--- config.mk ---
export PLATFORM = sky130hd
export DESIGN_NAME = fault_protection_interrupts
export DESIGN_NICKNAME = d
export VERILOG_FILES = /design/src/fault_irq_pkg.sv /design/src/fault_protection_interrupts.sv /design/src/pin_sync.sv /design/src/edge_pulse.sv
export SDC_FILE = /design/constraint.sdc
export NUM_CORES = 1
export LEC_CHECK = 0
export BUFFER_PORTS_ARGS = -buffer_cell sky130_fd_sc_hd__buf_4
export CAP_MARGIN = 20
export CORE_MARGIN = 4
export CORE_UTILIZATION = 40
export CTS_CLUSTER_DIAMETER = 120
export CTS_CLUSTER_SIZE = 16
export DETAILED_ROUTE_END_ITERATION = 6
export SETUP_SLACK_MARGIN = 0.2
export SLEW_MARGIN = 20
export SYNTH_ARGS = -nofsm -noshare
export SYNTH_HDL_FRONTEND = slang
export SYNTH_HIERARCHICAL = 1
export SYNTH_SLANG_ARGS = --single-unit
--- constraint.sdc ---
create_clock -name i_clk_sys -period 2.5 [get_ports i_clk_sys]
set_clock_uncertainty 0.1 [all_clocks]
set_input_delay 0.375 -clock i_clk_sys [delete_from_list [all_inputs] [get_ports i_clk_sys]]
set_output_delay 0.375 -clock i_clk_sys [all_outputs]
set_load 0.02 [all_outputs]
--- src/fault_irq_pkg.sv ---
// Package of register offsets, field positions and timing constants for fault supervision.
package fault_irq_pkg;

  // ---------------------------------------------------------------------------
  // Register map
  // ---------------------------------------------------------------------------
  localparam logic [7:0] ADDR_MODE  = 8'h01;
  localparam logic [7:0] ADDR_FLAGS = 8'h02;
  localparam logic [7:0] ADDR_ENAB  = 8'h03;

  // Mode register fields.
  localparam int BIT_GAIN_BLOCK   = 3;
  localparam int BIT_STANDBY_EXIT = 5;

  // Flag and enable field positions.
  localparam int BIT_AMB   = 0;
  localparam int BIT_AMB2  = 1;
  localparam int BIT_OVG   = 2;
  localparam int BIT_THERM = 3;
  localparam int BIT_SHORT = 4;
  localparam int NUM_FLAGS = 5;

  localparam logic [7:0] RESET_MODE  = 8'h00;
  localparam logic [4:0] RESET_FLAGS = 5'h00;
  localparam logic [4:0] RESET_ENAB  = 5'h00;
  localparam logic [2:0] PAD_ZERO    = 3'h0;
  localparam logic [7:0] MODE_MASK   = 8'h7f;

  // ---------------------------------------------------------------------------
  // Timing
  // ---------------------------------------------------------------------------
  localparam int CLK_MHZ        = 100;
  localparam int SHORT_MASK_US  = 4000;
  localparam int SHORT_MASK_CYC = SHORT_MASK_US * CLK_MHZ;
  localparam int MASK_CNT_W     = 19;

  typedef enum logic [2:0] {
    ST_STANDBY = 3'b001,
    ST_RUN     = 3'b010,
    ST_FAULT   = 3'b100
  } pwr_state_t;

endpackage

--- src/fault_protection_interrupts.sv ---
// Fault supervision, interrupt flags and their register port.
`timescale 1ns/10ps

module fault_protection_interrupts
  import fault_irq_pkg::*;
(
  input  wire logic       i_clk_sys,        // System clock, 100 MHz.
  input  wire logic       i_sys_rst,        // Synchronous reset, active high.
  input  wire logic       i_uvlo,           // Undervoltage lockout level, async.
  input  wire logic       i_reg_wr,         // Register write strobe.
  input  wire logic       i_reg_rd,         // Register read strobe.
  input  wire logic [7:0] i_reg_addr,       // Register address.
  input  wire logic [7:0] i_reg_wdata,      // Register write data.
  input  wire logic       i_out_at_reg,     // Output at regulation level, async.
  input  wire logic       i_out_over,       // Output above overvoltage threshold, async.
  input  wire logic       i_out_recovered,  // Output back below recovery level, async.
  input  wire logic       i_die_hot,        // Die above shutdown limit, async.
  input  wire logic       i_die_warm,       // Die above recovery level, async.
  input  wire logic       i_out_short,      // Output below short level, async.
  input  wire logic [1:0] i_amb_main,       // Main sensor threshold outputs, async.
  input  wire logic [1:0] i_amb_second,     // Second sensor threshold outputs, async.
  output logic [7:0]      o_reg_rdata,      // Register read data.
  output logic            o_irq_out_n,      // Interrupt pin, active low.
  output logic            o_pump_en,        // Charge pump running.
  output logic            o_rout_raise,     // Raise gain-stage output resistance.
  output logic            o_sinks_en,       // Current sinks and functions running.
  output logic            o_low_power,      // Low-power state after a short.
  output logic            o_gain_downshift_block // Gain downshift blocked.
);

  // ---------------------------------------------------------------------------
  // Input synchronisers and edges
  // ---------------------------------------------------------------------------
  logic [11:0] raw_in, syn;
  logic [5:0]  edg;
  logic        uvlo_s, at_reg_s, over_s, recov_s, hot_s, warm_s, short_s;
  logic [1:0]  amb1_s, amb2_s;
  logic        ovg_entry, hot_rise, short_rise, amb1_chg, amb2_chg;

  assign raw_in = {i_uvlo, i_out_at_reg, i_out_over, i_out_recovered, i_die_hot,
                   i_die_warm, i_out_short, i_amb_main, i_amb_second, 1'b0};
  assign {uvlo_s, at_reg_s, over_s, recov_s, hot_s, warm_s, short_s} = syn[11:5];
  assign amb1_s = syn[4:3];
  assign amb2_s = syn[2:1];

  pin_sync #(.W(12)) u_sync (
    .i_clk_sys (i_clk_sys),
    .i_sys_rst (i_sys_rst),
    .i_async   (raw_in),
    .o_sync    (syn)
  );

  edge_pulse #(.W(6)) u_edge (
    .i_clk_sys (i_clk_sys),
    .i_sys_rst (i_sys_rst),
    .i_level   ({hot_s, short_s, amb1_s, amb2_s}),
    .i_any     (6'b001111),
    .o_pulse   (edg)
  );

  assign amb1_chg   = edg[3] | edg[2];
  assign amb2_chg   = edg[1] | edg[0];
  assign hot_rise   = edg[5];
  assign short_rise = edg[4];

  logic soft_rst;
  assign soft_rst = i_sys_rst | uvlo_s;

  // ---------------------------------------------------------------------------
  // Register decode
  // ---------------------------------------------------------------------------
  function automatic logic hit(input logic [7:0] a, input logic [7:0] ref_a);
    hit = (a == ref_a);
  endfunction

  logic [7:0] mode_reg, next_mode;
  logic [4:0] flags, next_flags, enab, next_enab, clr, set_ev;
  logic       wr_exit;

  assign clr     = (i_reg_wr && hit(i_reg_addr, ADDR_FLAGS)) ? i_reg_wdata[4:0] : 5'h00;
  assign wr_exit = i_reg_wr && hit(i_reg_addr, ADDR_MODE) && i_reg_wdata[BIT_STANDBY_EXIT];

  // ---------------------------------------------------------------------------
  // Power state machine
  // ---------------------------------------------------------------------------
  pwr_state_t state, next_state;
  logic       ovg, next_ovg;
  logic [MASK_CNT_W-1:0] mask_cnt, next_mask_cnt;
  logic       short_armed;
  logic       therm_trip, short_trip;

  assign short_armed = (mask_cnt == '0);
  assign therm_trip  = hot_rise && (state != ST_STANDBY);
  assign short_trip  = short_s && short_armed && (state == ST_RUN);

  always_comb begin
    next_state    = state;
    next_ovg      = ovg;
    next_mode     = mode_reg;
    next_mask_cnt = (mask_cnt != '0) ? mask_cnt - 1'b1 : mask_cnt;
    if (i_reg_wr && hit(i_reg_addr, ADDR_MODE)) begin
      next_mode = i_reg_wdata & MODE_MASK;
    end
    case (state)
      ST_STANDBY: begin
        if (mode_reg[BIT_STANDBY_EXIT] && !warm_s && !hot_s) begin
          next_state    = ST_RUN;
          next_mask_cnt = MASK_CNT_W'(SHORT_MASK_CYC);
        end
      end
      ST_RUN: begin
        if (over_s) begin
          next_ovg = 1'b1;
        end else if (recov_s) begin
          next_ovg = 1'b0;
        end
        if (!mode_reg[BIT_STANDBY_EXIT]) begin
          next_state = ST_STANDBY;
        end
        if (short_trip) begin
          next_state = ST_FAULT;
        end
      end
      ST_FAULT: begin
        if (wr_exit) begin
          next_state    = ST_RUN;
          next_mask_cnt = MASK_CNT_W'(SHORT_MASK_CYC);
        end else if (!mode_reg[BIT_STANDBY_EXIT]) begin
          next_state = ST_STANDBY;
        end
      end
      default: next_state = ST_STANDBY;
    endcase
    if (therm_trip || hot_s) begin
      next_state = ST_STANDBY;
      next_mode[BIT_STANDBY_EXIT] = 1'b0;
    end
    if (next_state != ST_RUN) begin
      next_ovg = 1'b0;
    end
  end

  // ---------------------------------------------------------------------------
  // Flags and enables
  // ---------------------------------------------------------------------------
  always_comb begin
    set_ev = '0;
    set_ev[BIT_AMB]   = amb1_chg;
    set_ev[BIT_AMB2]  = amb2_chg;
    set_ev[BIT_OVG]   = next_ovg && !ovg;
    set_ev[BIT_THERM] = therm_trip || (flags[BIT_THERM] && clr[BIT_THERM] && warm_s);
    set_ev[BIT_SHORT] = short_trip && (state == ST_RUN);
    next_flags = (flags & ~clr) | set_ev;
    next_enab  = enab;
    if (i_reg_wr && hit(i_reg_addr, ADDR_ENAB)) begin
      next_enab = i_reg_wdata[4:0];
    end
  end

  logic [7:0] next_rdata;
  always_comb begin
    case (1'b1)
      hit(i_reg_addr, ADDR_MODE):  next_rdata = mode_reg;
      hit(i_reg_addr, ADDR_FLAGS): next_rdata = {PAD_ZERO, flags};
      hit(i_reg_addr, ADDR_ENAB):  next_rdata = {PAD_ZERO, enab};
      default:                     next_rdata = 8'h00;
    endcase
    if (!i_reg_rd) begin
      next_rdata = o_reg_rdata;
    end
  end

  always_ff @(posedge i_clk_sys) begin
    if (soft_rst) begin
      state                  <= ST_STANDBY;
      ovg                    <= 1'b0;
      mask_cnt               <= '0;
      mode_reg               <= RESET_MODE;
      flags                  <= RESET_FLAGS;
      enab                   <= RESET_ENAB;
      o_reg_rdata            <= 8'h00;
      o_irq_out_n            <= 1'b1;
      o_pump_en              <= 1'b0;
      o_rout_raise           <= 1'b0;
      o_sinks_en             <= 1'b0;
      o_low_power            <= 1'b0;
      o_gain_downshift_block <= 1'b0;
    end else begin
      state                  <= next_state;
      ovg                    <= next_ovg;
      mask_cnt               <= next_mask_cnt;
      mode_reg               <= next_mode;
      flags                  <= next_flags;
      enab                   <= next_enab;
      o_reg_rdata            <= next_rdata;
      o_irq_out_n            <= ~|(next_flags & next_enab);
      o_pump_en              <= (next_state == ST_RUN) && !next_ovg;
      o_rout_raise           <= (next_state == ST_RUN) && at_reg_s;
      o_sinks_en             <= (next_state == ST_RUN);
      o_low_power            <= (next_state == ST_FAULT);
      o_gain_downshift_block <= next_mode[BIT_GAIN_BLOCK];
    end
  end

  // ---------------------------------------------------------------------------
  // Assertions
  // ---------------------------------------------------------------------------
  property p_irq_pin;
    @(posedge i_clk_sys) disable iff (soft_rst) o_irq_out_n == ~|(flags & enab);
  endproperty
  a_irq_pin: assert property (p_irq_pin) else $error("irq pin mismatch");

  property p_sticky;
    @(posedge i_clk_sys) disable iff (soft_rst)
      ($past(flags) & ~$past(clr)) == ($past(flags) & ~$past(clr) & flags);
  endproperty
  a_sticky: assert property (p_sticky) else $error("flag lost without clear");

  property p_zero_write;
    @(posedge i_clk_sys) disable iff (soft_rst)
      (!i_reg_wr) |=> ((flags & $past(flags)) == $past(flags));
  endproperty
  a_zero_write: assert property (p_zero_write) else $error("flag cleared without write");

  property p_ovg_flag;
    @(posedge i_clk_sys) disable iff (soft_rst) $rose(ovg) |-> flags[BIT_OVG];
  endproperty
  a_ovg_flag: assert property (p_ovg_flag) else $error("overvoltage flag missing");

  property p_pump_off;
    @(posedge i_clk_sys) disable iff (soft_rst) ovg |-> (!o_pump_en && o_sinks_en);
  endproperty
  a_pump_off: assert property (p_pump_off) else $error("pump not paused");

  property p_therm;
    @(posedge i_clk_sys) disable iff (soft_rst)
      therm_trip |=> (state == ST_STANDBY) && flags[BIT_THERM];
  endproperty
  a_therm: assert property (p_therm) else $error("thermal shutdown missing");

  property p_no_cool_flag;
    @(posedge i_clk_sys) disable iff (soft_rst)
      !therm_trip |=> !$rose(flags[BIT_THERM]);
  endproperty
  a_no_cool_flag: assert property (p_no_cool_flag) else $error("overtemp flag without trip");

  property p_short_mask;
    @(posedge i_clk_sys) disable iff (soft_rst)
      (state != ST_RUN) ##1 (state == ST_RUN) |-> mask_cnt != '0;
  endproperty
  a_short_mask: assert property (p_short_mask) else $error("short not masked");

  property p_short;
    @(posedge i_clk_sys) disable iff (soft_rst)
      short_trip |=> o_low_power && flags[BIT_SHORT];
  endproperty
  a_short: assert property (p_short) else $error("short guard missing");

  property p_rsvd;
    @(posedge i_clk_sys) disable iff (soft_rst)
      (i_reg_rd && !hit(i_reg_addr, ADDR_MODE)) |=> o_reg_rdata[7:5] == PAD_ZERO;
  endproperty
  a_rsvd: assert property (p_rsvd) else $error("reserved bits set");

  c_ovg:   cover property (@(posedge i_clk_sys) $rose(ovg));
  c_therm: cover property (@(posedge i_clk_sys) therm_trip);
  c_short: cover property (@(posedge i_clk_sys) short_trip);
  c_irq:   cover property (@(posedge i_clk_sys) $fell(o_irq_out_n));

endmodule // fault_protection_interrupts

--- src/pin_sync.sv ---
// Three-stage input synchroniser with agreement of the last two stages.
`timescale 1ns/10ps
module pin_sync #(
  parameter int W = 1
) (
  input  wire logic         i_clk_sys,  // System clock.
  input  wire logic         i_sys_rst,  // Synchronous reset.
  input  wire logic [W-1:0] i_async,    // Raw inputs.
  output logic      [W-1:0] o_sync      // Filtered inputs.
);
  logic [W-1:0] s1, s2, s3, next_sync;

  always_comb begin
    next_sync = o_sync;
    for (int k = 0; k < W; k++) begin
      if (s2[k] == s3[k]) begin
        next_sync[k] = s3[k];
      end
    end
  end

  always_ff @(posedge i_clk_sys) begin
    if (i_sys_rst) begin
      s1     <= '0;
      s2     <= '0;
      s3     <= '0;
      o_sync <= '0;
    end else begin
      s1     <= i_async;
      s2     <= s1;
      s3     <= s2;
      o_sync <= next_sync;
    end
  end
endmodule // pin_sync

--- src/edge_pulse.sv ---
// Rising or any-edge pulse detector on synchronised levels.
`timescale 1ns/10ps
module edge_pulse #(
  parameter int W = 1
) (
  input  wire logic         i_clk_sys,  // System clock.
  input  wire logic         i_sys_rst,  // Synchronous reset.
  input  wire logic [W-1:0] i_level,    // Synchronised levels.
  input  wire logic [W-1:0] i_any,      // One selects both edges per bit.
  output logic      [W-1:0] o_pulse     // One-cycle pulses.
);
  logic [W-1:0] prev;

  genvar g;
  generate
    for (g = 0; g < W; g++) begin : g_edge
      assign o_pulse[g] = i_any[g] ? (i_level[g] ^ prev[g]) : (i_level[g] & ~prev[g]);
    end
  endgenerate

  always_ff @(posedge i_clk_sys) begin
    if (i_sys_rst) begin
      prev <= '0;
    end else begin
      prev <= i_level;
    end
  end
endmodule // edge_pulse

-- Word level (Yosys, flattened, before mapping)
Cells that the tools add are included.
- eq/ne operators: 21
- multiplexer cells: 19
- add/subtract/negate cells: 1
- bitwise logic cells: 13
- reduce and logical (&&, ||, !) cells: 26
- operators with widths (cell ; count):
    19-bit two-way mux ; 3
    19-bit one-hot mux with 2 select lines ; 1
    19-bit zero test ; 1
    19-bit nonzero test ; 1
    19-bit by 1-bit subtractor with 19-bit output, second input constant ; 1
    8-bit by 2-bit equality test with 1-bit output, second input constant ; 2
    8-bit two-way mux ; 2
    1-bit logical AND ; 15
    3-bit two-way mux ; 5
    5-bit two-way mux ; 3
    1-bit equality test ; 11
    5-bit bitwise AND ; 2
    3-bit one-hot mux with 3 select lines ; 1
    8-bit by 1-bit equality test with 1-bit output, second input constant ; 1
    3-bit by 2-bit equality test with 1-bit output, second input constant ; 2
    3-bit equality test, second input constant ; 2
    1-bit zero test ; 5
    5-bit NOT ; 1
    5-bit bitwise OR ; 1
    5-bit OR reduction ; 1
    1-bit two-way mux ; 4
    1-bit bitwise XOR ; 4
    3-bit by 1-bit equality test with 1-bit output, second input constant ; 1
    3-bit by 1-bit inequality test with 1-bit output, second input constant ; 1
    other kinds (6) ; 9
- register bits: 106
- output and inout bits: 14
- logic and storage cells: 110
- input bits: 31

-- Logic depth before layout (Yosys ltp)
- depth after elaboration: 13
- mapped depth: 9
- gate-level depth less buffers: 9

-- Cells and area by module
The synthesis kept the hierarchy.
- modules (own cells, without submodules) (module ; sequential area each (um^2) ; area an instance (um^2) ; cells each ; instances):
    fault_protection_interrupts ; 1041.0 ; 2521.2 ; 287 ; 1
    pin_sync ; 960.9 ; 1420.1 ; 125 ; 1
    edge_pulse ; 120.1 ; 332.8 ; 36 ; 1

-- Worst setup path before layout
OpenSTA, ideal clock, no wires.
- path kind: input to register
- start point: in i_reg_addr[5]
- end point: reg o_irq_out_n
- required time: 2342 ps
- data arrival time: 2289 ps
- setup time: 58 ps
- stages: 6
- buffers on the path: 1
- path slack: 52 ps
- cells stage by stage: or4_4 > buf_6 > or4_4 > mux2_4 > a2111oi_2 > o22a_1
- word-level cells in the longest chain between the ends: 13
- elaborated cells on any way between the ends: 24
- classes of those cells: eq/ne (4); mux (6); bitwise (4); reduce/logical (10)
- ends and longest elaborated chain (item ; RTL line ; source):
    from (decl) ; fault_protection_interrupts.sv:12 ; input wire logic [7:0] i_reg_addr,
    8-bit by 1-bit equality test with 1-bit output ; fault_protection_interrupts.sv:73 ; hit = (a == ref_a);
    1-bit logical AND (2 in series) ; fault_protection_interrupts.sv:81 ; assign wr_exit = i_reg_wr && hit(i_reg_addr, ADDR_MODE) && i_reg_wdata[BIT_STANDBY_EXIT];
    3-bit two-way mux ; fault_protection_interrupts.sv:125 ; if (wr_exit) begin
    3-bit one-hot mux with 3 select lines ; fault_protection_interrupts.sv:104 ; case (state)
    3-bit two-way mux ; fault_protection_interrupts.sv:134 ; if (therm_trip || hot_s) begin
    3-bit by 2-bit inequality test with 1-bit output ; fault_protection_interrupts.sv:138 ; if (next_state != ST_RUN) begin
    1-bit two-way mux ; fault_protection_interrupts.sv:138 ;
    1-bit logical AND ; fault_protection_interrupts.sv:150 ; set_ev[BIT_OVG] = next_ovg && !ovg;
    5-bit bitwise OR ; fault_protection_interrupts.sv:153 ; next_flags = (flags & ~clr) | set_ev;
    5-bit bitwise AND (*) ; fault_protection_interrupts.sv:196 ; o_irq_out_n <= ~|(next_flags & next_enab);
    5-bit OR reduction (*) ; fault_protection_interrupts.sv:196 ;
    1-bit zero test (*) ; fault_protection_interrupts.sv:196 ;
    to (signal assigned) ; fault_protection_interrupts.sv:196 ;
    to (decl) ; fault_protection_interrupts.sv:23 ; output logic o_irq_out_n,
Mark *: on every way between the ends. The rest lies on a longest branch, timed or not.
A chain may end at the register's enable or synchronous reset.

-- Worst setup path after layout
- start point: reg mask_cnt[0]
- end point: reg mask_cnt[9]
- word-level cells in the longest chain between the ends: 4
- elaborated cells on any way between the ends: 6
- classes of those cells: add/sub (1); mux (4); reduce/logical (1)
- ends and longest elaborated chain (item ; RTL line ; source):
    from (decl) ; fault_protection_interrupts.sv:88 ; logic [MASK_CNT_W-1:0] mask_cnt, next_mask_cnt;
    from (signal assigned) ; fault_protection_interrupts.sv:191 ; mask_cnt <= next_mask_cnt;
    19-bit by 1-bit subtractor with 19-bit output or 19-bit nonzero test (tied branches) ; fault_protection_interrupts.sv:100 ; next_mask_cnt = (mask_cnt != '0) ? mask_cnt - 1'b1 : mask_cnt;
    19-bit two-way mux (*) ; fault_protection_interrupts.sv:100 ;
    19-bit two-way mux (on tied branches) ; fault_protection_interrupts.sv:125, fault_protection_interrupts.sv:106 ;
    19-bit one-hot mux with 2 select lines (*) ; fault_protection_interrupts.sv:104 ;
Marked as above.

==> qor.txt <==
Setup Slack @ Placement: 49.56 ps
Clk_lat worst skew: 370 ps
Fillers: 909
# DRC: 0
Critical path required time: 2700 ps
CP endpoint kind: flip-flop
Clock tree from TritonCTS: done
Hold WC Path Type: in -> reg
Hold Vio Cnt, Final: 0
CTS sink cnt: 101
1st-iter DRT viols: 110
Hold endpoint: u_sync/s1[3]
Worst rel slew slack: 54.36%
Origin of the critical flop-to-flop path: mask_cnt[0]
RD Place Congestion: 0.8420
Layout cell share with drive strength beyond 1: 20.57%
Vias in the first global route: 2971
Final nets: 524
CTS Hold Bufs: 0
Pins over their slew limit: 0
Max reg flops: 19
Post-DR vias/cell: 5.074
CP arrival: 2300 ps
Initial Util: 41.59%
Cells after Synth: 432
CTS H-tree lvls: 3
Flop-to-flop setup slack: 410 ps
Final wirelength: 7969 µm
Peak supply drop: 0.3136 mV
Commonest non-fill, non-tap cell in the layout: dfxtp_1
Post-CTS Setup Bufs: 0
Die Width: 109.3 µm
Drt first pass iters: 4
Max_cap viols: 0
Clk root buf: clkbuf_8
Total number of vias: 3166
Most flop-heavy register: mask_cnt
GRT overflow: 0
Die area: 11940 µm²
Cell depth of the worst min-delay path: 2
First-pass GRT wire length: 13330 µm
Area delta synth->final: 17.69%
Mapped cell area: 4103 µm²
Worst reg2reg path depth: 7
Io pins: 45
Clk slew on worst S/H paths: 110 ps
Biggest fanout along the worst timing path: 7
HPWL after detailed placement: 5611 µm
RR Endpoint: mask_cnt[9]
Area occupied by multi-input gates: 1958 µm²
Die height: 109.3 µm
Antenna Cells: 0
Tot GR Track Use: 13.88%
Pleak: 1.846 nW
Critical path class: reg -> reg
Outcome: finished clean
Setup ws final: 405.5 ps
Final setup violation count: 0
Initial antenna violation count: 0
Max frequency: 477.4 MHz
Setup tns final: 0 ps
Worst-Margin Slew: 683.1 ps
Antenna-violating nets left: 0
Number of CTS-inserted buffers: 9
Final worst path period need: 2095 ps
Max Root-Sink Buffers: 2
Post-cts sizing count: 0
Pin count of the biggest net entering global routing: 50
Syn avg cell area: 9.497 µm²
Unrepaired setup endpoints after global routing: false
HP Start: i_amb_main[0]
Port Buffers: 42
Core Footprint: 9864 µm²
Number of core rows: 36
Power per cell area: 852.5 nW/µm²
Critical path launch point type: flip-flop
Most frequent cells in the layout: dfxtp_1 (101), buf_4 (57), a21oi_1 (40)
Fin crit share: 83.78%
Synth Warn #: 6
Routed WL per cell: 12.77 µm
Register area: 2022 µm²
-- per-layer routing --
layer | up-vias | GRT usage [%] | part of all wire [%]
li1 | 1620 | - | -
met1 | 1455 | 18.09 | 48
met2 | 76 | 22.06 | 45
met3 | 15 | 3.730 | 4.6
met4 | 0 | 5.076 | 1.9
met5 | - | 0 | 0
-- power by group --
group	internal (mW)	switching, mW
logic	0.534	0.645
registers	1.77	0.151
clock network	0.396	0.624
-- final cells by class --
type / count / area share [%]
clock inverters: 7 / 1.607
multi-input cells: 303 / 40.55
flip-flops and latches: 101 / 41.88
well taps: 133 / 3.446
clock buffers: 9 / 2.565
repair buffers: 57 / 8.862
inverters: 14 / 1.088
-- how the worst max path moves through the flow --
| stage | startpoint | to | slack [ps] | cells after the start |
|---|---|---|---|---|
| 2_1_floorplan | i_reg_addr[5] | o_irq_out_n | 140 | 6 |
| 3_3_place_gp | i_reg_addr[5] | o_irq_out_n | 50 | 6 |
| 3_5_place_dp | i_reg_addr[5] | o_irq_out_n | 50 | 6 |
| 4_1_cts | u_sync/o_sync[7] | o_pump_en | 230 | 8 |
| 5_1_grt | u_sync/o_sync[7] | o_pump_en | 240 | 8 |
| 6_report | mask_cnt[0] | mask_cnt[9] | 410 | 7 |
-- worst max-delay path, cell delays in order (launching register included) --
cell     delay [ps]
dfxtp_1         440
inv_1            90
ha_1            230
nor4b_1         160
buf_4           160
a21o_1          250
or4_1           430
a31oi_1         160
-- through the flow --
step	hold WS [ps]	cells	instance area, µm²	total power, mW	util (%)
6_report	104.6	624	4828	4.116	48.95
5_1_grt	85.73	624	4828	4.367	48.95
3_5_place_dp	321.2	608	4619	3.112	46.83
4_1_cts	88.02	624	4821	4.145	48.87
2_1_floorplan	313.8	437	4134	2.723	-
3_3_place_gp	317.6	608	4619	3.081	46.83
Note: power is estimated with default switching activity, not from simulation.
